`config.mk`:
```
export PLATFORM = sky130hd
export DESIGN_NAME = ledps_top
export DESIGN_NICKNAME = d
export VERILOG_FILES = /design/src/hdl/ledps_pkg.sv /design/src/hdl/ledps_top.sv
export SDC_FILE = /design/constraint.sdc
export NUM_CORES = 1
export LEC_CHECK = 0
export ABC_AREA = 1
export BUFFER_PORTS_ARGS = -buffer_cell sky130_fd_sc_hd__buf_2
export CELL_PAD_IN_SITES_DETAIL_PLACEMENT = 1
export CELL_PAD_IN_SITES_GLOBAL_PLACEMENT = 1
export CORE_MARGIN = 5
export CORE_UTILIZATION = 42
export DETAILED_ROUTE_END_ITERATION = 12
export HOLD_SLACK_MARGIN = 0.03
export PLACE_DENSITY = 0.86
export SETUP_SLACK_MARGIN = 0.2
export SYNTH_ARGS = -nofsm -noshare
export SYNTH_HDL_FRONTEND = slang
export SYNTH_SLANG_ARGS = --single-unit
```
`constraint.sdc`:
```
create_clock -name aclk -period 2.1 [get_ports aclk]
set_input_delay 0.105 -clock aclk [delete_from_list [all_inputs] [get_ports aclk]]
set_output_delay 0.105 -clock aclk [all_outputs]
set_load 0.01 [all_outputs]
```
`src/hdl/ledps_pkg.sv`:
```
// ledps_pkg: constants, field layouts and carrier types of the LED control and page select block.
// assumes a 40 MHz device clock and AXI4-Lite register access with 32-bit data.
package ledps_pkg;
  // ---------------------------------------------------------------
  // register indices and byte address width
  // ---------------------------------------------------------------
  localparam logic [5:0] IDX_LED_MODE = 6'h1D;
  localparam logic [5:0] IDX_LED_BEHAV = 6'h1E;
  localparam logic [5:0] IDX_PAGE = 6'h1F;
  localparam logic [5:0] IDX_PULSE_DUTY = 6'h20;
  localparam logic [5:0] IDX_LED_STATUS = 6'h21;
  localparam logic [5:0] IDX_FIRST_PAGED = 6'h10;
  localparam int ADDR_W = 8;
  // ---------------------------------------------------------------
  // reset values, masks, page codes and response codes
  // ---------------------------------------------------------------
  localparam logic [15:0] LED_MODE_RST = 16'h8021;
  localparam logic [15:0] LED_BEHAV_RST = 16'h0400;
  localparam logic [15:0] LED_BEHAV_WMASK = 16'hDDEF;
  localparam logic [15:0] PAGE_RST = 16'h0000;
  localparam logic [15:0] PAGE_MAIN = 16'h0000;
  localparam logic [15:0] PAGE_EXT1 = 16'h0001;
  localparam logic [15:0] PAGE_EXT2 = 16'h0002;
  localparam logic [15:0] PAGE_EXT3 = 16'h0003;
  localparam logic [15:0] PAGE_EXT4 = 16'h0004;
  localparam logic [15:0] PAGE_GPIO = 16'h0010;
  localparam logic [1:0] RESP_OKAY = 2'h0;
  localparam logic [1:0] RESP_SLVERR = 2'h2;
  // ---------------------------------------------------------------
  // led modes handled here
  // ---------------------------------------------------------------
  localparam logic [3:0] MODE_LINK_ACT = 4'h0;
  localparam logic [3:0] MODE_ACT = 4'h1;
  localparam logic [3:0] MODE_DUPLEX_COL = 4'h2;
  localparam logic [3:0] MODE_FIBER_ACT = 4'h3;
  localparam logic [3:0] MODE_COLLISION = 4'h4;
  localparam logic [3:0] MODE_LINK = 4'h5;
  localparam logic [3:0] MODE_FORCE_OFF = 4'hE;
  localparam logic [3:0] MODE_FORCE_ON = 4'hF;
  // ---------------------------------------------------------------
  // timing: one base tick of 25 ms; blink half periods and stretches in ticks
  // ---------------------------------------------------------------
  localparam int CLK_PERIOD_NS = 25;
  localparam int TICK_NS = 25_000_000;
  localparam int TICK_CYCLES = TICK_NS / CLK_PERIOD_NS;
  localparam int PULSE_PERIOD_NS = 200_000;
  localparam int PULSE_CYCLES = PULSE_PERIOD_NS / CLK_PERIOD_NS;
  localparam logic [15:0] PULSE_DUTY_RST = 16'h0FA0;
  localparam logic [1:0] RATE_RST = 2'h1;
  // ---------------------------------------------------------------
  // types
  // ---------------------------------------------------------------
  typedef struct packed {
    logic combine_dis;
    logic act_split;
    logic rsvd13;
    logic pulse_en;
    logic [1:0] rate;
    logic rsvd9;
    logic [3:0] stretch_sel;
    logic rsvd4;
    logic [3:0] led_combine_dis;
  } ledps_behav_t;
  typedef struct packed {
    logic cu_link;
    logic fi_link;
    logic cu_tx_act;
    logic cu_rx_act;
    logic fi_tx_act;
    logic fi_rx_act;
    logic duplex;
    logic collision;
  } ledps_media_t;
  typedef enum logic [2:0] {SP_MAIN, SP_EXT1, SP_EXT2, SP_EXT3, SP_EXT4, SP_GPIO} ledps_space_t;
endpackage

```
`src/hdl/ledps_top.sv`:
```
// ledps_top: per-port LED mode/behaviour registers, LED drive and management page select.
// assumes media status inputs and the first port's rate come from logic on aclk.
//
// Added by the designer: register access over AXI4-Lite.
`timescale 1ns/1ps
// Operation
// - four sticky mode fields, documented reset values
// - combine bit 0 merges copper and fiber
// - activity select splits tx and rx
// - pulsing enable drives 5 kHz duty pulses
// - rate code picks blink and stretch
// - only first port rate field acts
// - per-led combine disable, link or duplex only
// - page zero keeps main register space
// - pages one to four redirect 16-30
// - gpio page redirects 0-30, 31 stays
// - registers 0-15 unaffected by extended pages
module ledps_top #(
  parameter bit IS_FIRST_PORT = 1'b1,
  parameter int TICK_CYC = ledps_pkg::TICK_CYCLES,
  parameter int PULSE_CYC = ledps_pkg::PULSE_CYCLES
) (
  input wire logic aclk,
  input wire logic aresetn,
  input wire logic ce,
  input wire logic [ledps_pkg::ADDR_W-1:0] s_axi_awaddr,
  input wire logic s_axi_awvalid,
  output logic s_axi_awready,
  input wire logic [31:0] s_axi_wdata,
  input wire logic [3:0] s_axi_wstrb,
  input wire logic s_axi_wvalid,
  output logic s_axi_wready,
  output logic [1:0] s_axi_bresp,
  output logic s_axi_bvalid,
  input wire logic s_axi_bready,
  input wire logic [ledps_pkg::ADDR_W-1:0] s_axi_araddr,
  input wire logic s_axi_arvalid,
  output logic s_axi_arready,
  output logic [31:0] s_axi_rdata,
  output logic [1:0] s_axi_rresp,
  output logic s_axi_rvalid,
  input wire logic s_axi_rready,
  input wire ledps_pkg::ledps_media_t media,
  input wire logic [1:0] first_port_rate,
  output logic [1:0] rate_field,
  input wire logic [4:0] mgmt_reg_num,
  output ledps_pkg::ledps_space_t mgmt_space,
  output logic [3:0] led_on
);
  // ---------------------------------------------------------------
  // functions
  // ---------------------------------------------------------------
  function automatic ledps_pkg::ledps_space_t space_of(input logic [4:0] num,
                                                        input logic [15:0] page);
    ledps_pkg::ledps_space_t sp;
    sp = ledps_pkg::SP_MAIN;
    if (page == ledps_pkg::PAGE_GPIO && num != 5'h1F)
      sp = ledps_pkg::SP_GPIO;
    else if (num >= ledps_pkg::IDX_FIRST_PAGED[4:0] && num != 5'h1F)
    begin
      case (page)
        ledps_pkg::PAGE_EXT1: sp = ledps_pkg::SP_EXT1;
        ledps_pkg::PAGE_EXT2: sp = ledps_pkg::SP_EXT2;
        ledps_pkg::PAGE_EXT3: sp = ledps_pkg::SP_EXT3;
        ledps_pkg::PAGE_EXT4: sp = ledps_pkg::SP_EXT4;
        default: sp = ledps_pkg::SP_MAIN;
      endcase
    end
    return sp;
  endfunction

  // led mode and behaviour registers are served here only when the page keeps them in main space; page, duty and status always are
  function automatic logic is_local(input logic [5:0] idx, input logic [15:0] page);
    logic hit;
    hit = 1'b0;
    if (idx == ledps_pkg::IDX_PAGE || idx == ledps_pkg::IDX_PULSE_DUTY
        || idx == ledps_pkg::IDX_LED_STATUS)
      hit = 1'b1;
    else if (idx == ledps_pkg::IDX_LED_MODE || idx == ledps_pkg::IDX_LED_BEHAV)
      hit = (space_of(idx[4:0], page) == ledps_pkg::SP_MAIN);
    return hit;
  endfunction

  function automatic logic [15:0] merge16(input logic [15:0] old, input logic [31:0] wd,
                                          input logic [3:0] strb, input logic [15:0] mask);
    logic [15:0] v;
    v = old;
    if (strb[0])
      v[7:0] = (old[7:0] & ~mask[7:0]) | (wd[7:0] & mask[7:0]);
    if (strb[1])
      v[15:8] = (old[15:8] & ~mask[15:8]) | (wd[15:8] & mask[15:8]);
    return v;
  endfunction

  // blink half period in ticks: 2.5/5/10/20 Hz
  function automatic logic [4:0] half_ticks(input logic [1:0] rate);
    return 5'h8 >> rate;
  endfunction

  // stretch length in ticks: 400/200/100/50 ms
  function automatic logic [4:0] stretch_ticks(input logic [1:0] rate);
    return 5'h10 >> rate;
  endfunction

  // ---------------------------------------------------------------
  // registers
  // ---------------------------------------------------------------
  logic [15:0] led_mode_reg;
  ledps_pkg::ledps_behav_t behav_reg;
  logic [15:0] page_reg;
  logic [15:0] duty_reg;
  logic aw_have_reg;
  logic w_have_reg;
  logic [5:0] aw_idx_reg;
  logic [31:0] wdata_reg;
  logic [3:0] wstrb_reg;
  logic do_write;
  logic [5:0] ar_idx;
  logic [1:0] eff_rate;
  logic [31:0] rd_val;

  assign do_write = aw_have_reg & w_have_reg & ~s_axi_bvalid;
  assign ar_idx = s_axi_araddr[ledps_pkg::ADDR_W-1:2];
  assign eff_rate = IS_FIRST_PORT ? behav_reg.rate : first_port_rate;

  // ---------------------------------------------------------------
  // write channel
  // ---------------------------------------------------------------
  always_ff @(posedge aclk)
  begin
    if (!aresetn)
    begin
      aw_have_reg <= 1'b0;
      w_have_reg <= 1'b0;
      aw_idx_reg <= 6'h00;
      wdata_reg <= 32'h00000000;
      wstrb_reg <= 4'h0;
      s_axi_awready <= 1'b0;
      s_axi_wready <= 1'b0;
      s_axi_bvalid <= 1'b0;
      s_axi_bresp <= ledps_pkg::RESP_OKAY;
    end
    else if (ce)
    begin
      s_axi_awready <= ~aw_have_reg & ~(s_axi_awvalid & s_axi_awready);
      s_axi_wready <= ~w_have_reg & ~(s_axi_wvalid & s_axi_wready);
      if (s_axi_awvalid && s_axi_awready)
      begin
        aw_have_reg <= 1'b1;
        aw_idx_reg <= s_axi_awaddr[ledps_pkg::ADDR_W-1:2];
      end
      if (s_axi_wvalid && s_axi_wready)
      begin
        w_have_reg <= 1'b1;
        wdata_reg <= s_axi_wdata;
        wstrb_reg <= s_axi_wstrb;
      end
      if (do_write)
      begin
        s_axi_bvalid <= 1'b1;
        s_axi_bresp <= is_local(aw_idx_reg, page_reg) ? ledps_pkg::RESP_OKAY
                                                     : ledps_pkg::RESP_SLVERR;
      end
      else if (s_axi_bvalid && s_axi_bready)
      begin
        s_axi_bvalid <= 1'b0;
        aw_have_reg <= 1'b0;
        w_have_reg <= 1'b0;
        s_axi_awready <= 1'b1;
        s_axi_wready <= 1'b1;
      end
    end
  end

  // ---------------------------------------------------------------
  // control registers
  // ---------------------------------------------------------------
  always_ff @(posedge aclk)
  begin
    if (!aresetn)
    begin
      led_mode_reg <= ledps_pkg::LED_MODE_RST;
      behav_reg <= ledps_pkg::LED_BEHAV_RST;
      page_reg <= ledps_pkg::PAGE_RST;
      duty_reg <= ledps_pkg::PULSE_DUTY_RST;
    end
    else if (ce && do_write && is_local(aw_idx_reg, page_reg))
    begin
      case (aw_idx_reg)
        ledps_pkg::IDX_LED_MODE:
          led_mode_reg <= merge16(led_mode_reg, wdata_reg, wstrb_reg, 16'hFFFF);
        ledps_pkg::IDX_LED_BEHAV:
          behav_reg <= merge16(behav_reg, wdata_reg, wstrb_reg,
                               ledps_pkg::LED_BEHAV_WMASK);
        ledps_pkg::IDX_PAGE:
          page_reg <= merge16(page_reg, wdata_reg, wstrb_reg, 16'hFFFF);
        ledps_pkg::IDX_PULSE_DUTY:
          duty_reg <= merge16(duty_reg, wdata_reg, wstrb_reg, 16'hFFFF);
        default:
          page_reg <= page_reg;
      endcase
    end
  end

  // ---------------------------------------------------------------
  // read channel
  // ---------------------------------------------------------------
  always_comb
  begin
    rd_val = 32'h00000000;
    case (ar_idx)
      ledps_pkg::IDX_LED_MODE: rd_val = {16'h0000, led_mode_reg};
      ledps_pkg::IDX_LED_BEHAV: rd_val = {16'h0000, behav_reg & ledps_pkg::LED_BEHAV_WMASK};
      ledps_pkg::IDX_PAGE: rd_val = {16'h0000, page_reg};
      ledps_pkg::IDX_PULSE_DUTY: rd_val = {16'h0000, duty_reg};
      ledps_pkg::IDX_LED_STATUS: rd_val = {24'h000000, eff_rate, 2'h0, led_on};
      default: rd_val = 32'h00000000;
    endcase
  end

  always_ff @(posedge aclk)
  begin
    if (!aresetn)
    begin
      s_axi_arready <= 1'b0;
      s_axi_rvalid <= 1'b0;
      s_axi_rdata <= 32'h00000000;
      s_axi_rresp <= ledps_pkg::RESP_OKAY;
    end
    else if (ce)
    begin
      if (s_axi_arvalid && s_axi_arready)
      begin
        s_axi_arready <= 1'b0;
        s_axi_rvalid <= 1'b1;
        // redirected addresses belong to another page: answer error, data zero
        if (is_local(ar_idx, page_reg))
        begin
          s_axi_rdata <= rd_val;
          s_axi_rresp <= ledps_pkg::RESP_OKAY;
        end
        else
        begin
          s_axi_rdata <= 32'h00000000;
          s_axi_rresp <= ledps_pkg::RESP_SLVERR;
        end
      end
      else if (s_axi_rvalid && s_axi_rready)
      begin
        s_axi_rvalid <= 1'b0;
        s_axi_arready <= 1'b1;
      end
      else if (!s_axi_rvalid)
        s_axi_arready <= 1'b1;
    end
  end

  // ---------------------------------------------------------------
  // page decode for management accesses
  // ---------------------------------------------------------------
  always_ff @(posedge aclk)
  begin
    if (!aresetn)
    begin
      mgmt_space <= ledps_pkg::SP_MAIN;
      rate_field <= ledps_pkg::RATE_RST;
    end
    else if (ce)
    begin
      mgmt_space <= space_of(mgmt_reg_num, page_reg);
      rate_field <= behav_reg.rate;
    end
  end

  // ---------------------------------------------------------------
  // timebase: 25 ms tick, blink phase, 5 kHz pulse
  // ---------------------------------------------------------------
  logic [$clog2(TICK_CYC)-1:0] tick_cnt_reg;
  logic tick;
  logic [4:0] blink_cnt_reg;
  logic blink_phase_reg;
  logic [$clog2(PULSE_CYC)-1:0] pulse_cnt_reg;

  assign tick = (tick_cnt_reg == ($clog2(TICK_CYC))'(TICK_CYC - 1));

  always_ff @(posedge aclk)
  begin
    if (!aresetn)
    begin
      tick_cnt_reg <= '0;
      blink_cnt_reg <= 5'h00;
      blink_phase_reg <= 1'b0;
    end
    else if (ce)
    begin
      tick_cnt_reg <= tick ? '0 : tick_cnt_reg + 1'b1;
      if (tick)
      begin
        // the rate of the first port governs every pin
        if (blink_cnt_reg + 5'h01 >= half_ticks(eff_rate))
        begin
          blink_cnt_reg <= 5'h00;
          blink_phase_reg <= ~blink_phase_reg;
        end
        else
          blink_cnt_reg <= blink_cnt_reg + 5'h01;
      end
    end
  end

  always_ff @(posedge aclk)
  begin
    if (!aresetn)
      pulse_cnt_reg <= '0;
    else if (ce)
      pulse_cnt_reg <= (pulse_cnt_reg == ($clog2(PULSE_CYC))'(PULSE_CYC - 1))
                       ? '0 : pulse_cnt_reg + 1'b1;
  end

  // ---------------------------------------------------------------
  // indication sources and per-led drive
  // ---------------------------------------------------------------
  logic link_any;
  logic act_main;
  logic act_fiber;
  logic [3:0] act_raw;
  logic [3:0] base_raw;
  logic [4:0] stretch_reg [4];

  always_comb
  begin
    logic cmb;
    cmb = ~behav_reg.combine_dis;
    link_any = media.cu_link | (cmb & media.fi_link);
    if (behav_reg.act_split)
    begin
      act_main = media.cu_tx_act | (cmb & media.fi_tx_act);
      act_fiber = media.cu_rx_act | (cmb & media.fi_rx_act);
    end
    else
    begin
      act_main = media.cu_tx_act | media.cu_rx_act
                 | (cmb & (media.fi_tx_act | media.fi_rx_act));
      act_fiber = act_main;
    end
    for (int i = 0; i < 4; i++)
    begin
      act_raw[i] = 1'b0;
      base_raw[i] = 1'b0;
      case (led_mode_reg[4*i +: 4])
        ledps_pkg::MODE_LINK_ACT:
        begin
          base_raw[i] = link_any;
          act_raw[i] = link_any & act_main & ~behav_reg.led_combine_dis[i];
        end
        ledps_pkg::MODE_ACT: act_raw[i] = act_main;
        ledps_pkg::MODE_DUPLEX_COL:
        begin
          base_raw[i] = media.duplex;
          act_raw[i] = media.collision & ~behav_reg.led_combine_dis[i];
        end
        ledps_pkg::MODE_FIBER_ACT: act_raw[i] = act_fiber;
        ledps_pkg::MODE_COLLISION: act_raw[i] = media.collision;
        ledps_pkg::MODE_LINK: base_raw[i] = link_any;
        ledps_pkg::MODE_FORCE_ON: base_raw[i] = 1'b1;
        default: base_raw[i] = 1'b0;
      endcase
    end
  end

  always_ff @(posedge aclk)
  begin
    if (!aresetn)
    begin
      for (int i = 0; i < 4; i++)
        stretch_reg[i] <= 5'h00;
    end
    else if (ce)
    begin
      for (int i = 0; i < 4; i++)
      begin
        if (act_raw[i])
          stretch_reg[i] <= stretch_ticks(eff_rate);
        else if (tick && stretch_reg[i] != 5'h00)
          stretch_reg[i] <= stretch_reg[i] - 5'h01;
      end
    end
  end

  // activity inverts the base indication, so a lit link led flickers off
  always_ff @(posedge aclk)
  begin
    if (!aresetn)
      led_on <= 4'h0;
    else if (ce)
    begin
      for (int i = 0; i < 4; i++)
      begin
        logic ind;
        logic lit;
        ind = behav_reg.stretch_sel[i] ? (stretch_reg[i] != 5'h00)
                                       : (act_raw[i] & blink_phase_reg);
        lit = base_raw[i] ^ ind;
        led_on[i] <= lit & (~behav_reg.pulse_en
                            | (16'(pulse_cnt_reg) < duty_reg));
      end
    end
  end
endmodule

```
==> results.md <==
- DRT iter0 DRCs: between 1000 and 1500
- Clock transition at path regs: 0.08 ns
- Area growth syn-to-layout: 29.0%
- Max-Slew Margin vs Limit: 0.608
- Max-cap viol count: 0
- Worst min path class: in -> reg
- Post-DP Area: roughly 10000 µm²
- Hold Startpoint: s_axi_bready
- Antenna Violating Nets Remaining: 0
- Min cycle time layout: around 2.2 ns
- Critical Setup Path Class: reg -> reg
- Clock sinks: roughly 180
- Crit path launch: page_reg[2]$_SDFFE_PN0P_
- Finished Core Util: 0.547
- Synthesized-area fraction occupied by adder cells: 0.0300
- Failing checks: negative setup slack
- Via count: approximately 11000
- Post-synthesis sequential area ratio: 0.393
- Netlist Area Pre-Place: approximately 9600 µm²
- RSZ-0062 raised after global routing: yes
- Num ports: 125
- Post-synth top cells: nand2_1 (317), inv_1 (191), dfxtp_1 (158)
- Clk_skew: roughly 0.016 ns
- Startpoint types: flop
- Top post-synthesis cells by area: dfxtp_1 (33%), nand2_1 (12%), inv_1 (7.5%), edfxtp_1 (6.3%), nor2_1 (5.9%)
- Max Slew Vio Count: 0
- Die W: between 150 and 200 µm
- Post-route cell area: around 12000 µm²
- Slew @ Worst Pin: between 0.5 and 0.6 ns
- F_max: around 460 MHz
- Required @ worst endpoint: roughly 2.5 ns
- Die area: between 20000 and 30000 µm²
- Main combinational cell family by area after synthesis: simple AND/OR/NAND/NOR gates
- DP HPWL: 23500 µm
- VDD IR max: between 0.5 and 0.6 mV
- Post-synth EDFFs: 20
- Per-cell routed wire length: 23.8 µm
- # rows: 55
- Final period util: 1.04
- CTS tree: done
- Clk root buf: clkbuf_16
- Fill cells: between 2000 and 3000
- Largest net degree at the start of global routing: between 60 and 70
- Max Fanout on Critical Path: 8
- CP arrival: between 2 and 3 ns
- Post-synthesis cell count: between 1000 and 1500
- Num CTS Buffers: 17
- Nets@finish: between 1500 and 2000
- Synth Register Bits: between 150 and 200
- Synth area leader: dfxtp_1
- Post-Synth XOR/XNOR Area: 0.0238
- Synth Area in Compound Gates: 0.134
- Async S/R FF share, synth: 0
- First-pass GRT wire length: about 56000 µm
- Proportion of layout cells with a drive suffix above 1: 0.258
- Vias in the first global route: about 11000
- Final wirelength: between 40000 and 50000 µm
- Cell Chain, Critical Path: nor2_4 > nand3_2 > nor2_1 > nand2_1 > nand2_2 > nand2_2 > nand4_4 > nand2_8 > buf_6 > nand4_1 > nand2_1 > nor2_1
- Status: finished with violations
- Worst Slack Setup Final: -0.0878 ns
- CP Capture Type: flop
- Simple-gate share of the synthesized area: 0.306
- Initial antenna violation count: 0
- Count of input and output buffers: roughly 80
- Die height: ~160 µm
- Dpl cells: between 1500 and 2000
- Worst r2r src: page_reg[2]$_SDFFE_PN0P_
- Main synth FF type: dfxtp_1
- # DRC: 0
- First drt pass iteration count: 6
- Pwr Density: slightly above 600 nW/µm²
- GR Util All Layers: 0.266
- Final setup fails: 24
- Syn Area/Cell: around 7 µm²
- Final hold violations: 0
- Vias per cell: 6.07
- Cell with the most instances after synthesis: nand2_1
- Placer Congestion: 0.886
- Synth top area share: 0.330
- GR Overflow Total: 0
- H-tree Lvls: 4
- Syn. warnings: 0
- Multiplexer area fraction after synthesis: 0
- Starting density of the core: 0.424
- Leakage: between 5 and 6 nW
- CP max stage cell: dfxtp_2
- Pwr Total: between 0.007 and 0.008 W
- Core Region: 22600 µm²
- Count of different cell masters after synthesis: 48
- Worst-Skew Late Latency: ~0.46 ns
- Largest buffer count on any clock path: 2
- Post-route insts no fill: about 1800
- # diodes: 0
- Max incr delay on CP: approximately 0.36 ns
==> routing by layer <==
metal  GRT usage  part of all wire  vias to the layer above  wire (µm)
met5           0                 0                        -          0
met4       0.117             0.070                        0       3080
met3      0.0403             0.086                      255       3790
met2       0.455              0.47                      754      20800
met1       0.335              0.37                     5355      16200
li1            -                 -                     4819          -
==> placed cells by master, fill, tap and decap left out, types with 17 or more instances in the layout <==
master	netlist	routed
nand2_1	317	274
inv_1	191	166
dfxtp_1	158	126
nor2_1	151	124
a21oi_1	88	84
buf_2	8	81
o21ai_0	79	77
nand4_1	73	73
buf_4	22	72
nand3_1	53	44
nand2_2	3	41
inv_2	5	26
dlygate4sd3_1	0	25
nor2_2	4	23
nor3_1	28	23
dfxtp_2	0	22
xor2_1	22	21
edfxtp_1	20	20
ha_1	23	19
conb_1	1	18
clkbuf_16	0	17
buf_6	3	17
==> critical path: cells and delay by family, from the launching register on <==
family                 cells  cell delay [ns]
buffers and inverters      1             0.20
flip-flops                 1             0.36
AND/OR/NAND/NOR           11             1.54
==> power breakdown <==
group	internal, W	switching, W
clock	0.00182	0.00155
sequential	0.00348	0.0000473
combinational	0.000196	0.000380
total	0.00549	0.00198
==> metrics by stage <==
stage | setup slack, ns | hold WS (ns) | setup TNS [ns]
floorplan | 0.206 | 0.251 | 0
global placement | 0.116 | 0.389 | 0
detailed placement | 0.0355 | 0.395 | 0
CTS | 0.162 | 0.0375 | 0
global route | -0.0958 | 0.0812 | -1.65
finish | -0.0878 | 0.0268 | -0.650
==> cell families (layout without fill, tap and decap cells) <==
| group | count (synthesis) | count (layout) |
|---|---|---|
| AOI/OAI and AO/OA | 226 | 226 |
| xor gates and xnor gates | 26 | 26 |
| adders and majority gates | 23 | 23 |
| buffers and inverters | 257 | 429 |
| DFF | 178 | 178 |
| other | 1 | 18 |
| and+or+nand+nor | 655 | 658 |
==> final timing paths <==
path | end | slack (ns) | cells past startpoint
setup reg to reg | behav_reg[6]$_SDFFE_PN0P_ | -0.09 | 12
hold reg to reg | s_axi_rdata[0]$_SDFFE_PN0P_ | 0.44 | 2
hold / removal | s_axi_bvalid$_SDFFE_PN0P_ | 0.03 | 4
setup / recovery | behav_reg[6]$_SDFFE_PN0P_ | -0.09 | 12
==> repair_timing <==
action | 4_1_cts | 5_1_grt
resized for setup | 54 | 167
setup endpoints to repair | 91 | 112
hold buffers | 25 | 0
endpoints found under the hold margin | 28 | 0
buffers inserted | 14 | 29
cloned | 4 | 0
pin swaps | 14 | 56
==> area by class of cell <==
cell class | instances | area, µm² | area share
clock buffers | 19 | 453 | 0.0367
clock inverters | 12 | 135 | 0.0109
inverters | 198 | 753 | 0.0610
multi-input cells | 951 | 5340 | 0.432
flip-flops and latches | 178 | 3830 | 0.310
well taps | 285 | 357 | 0.0289
repair buffers | 200 | 1490 | 0.121
No activity file was read; power rests on OpenSTA's default activity.
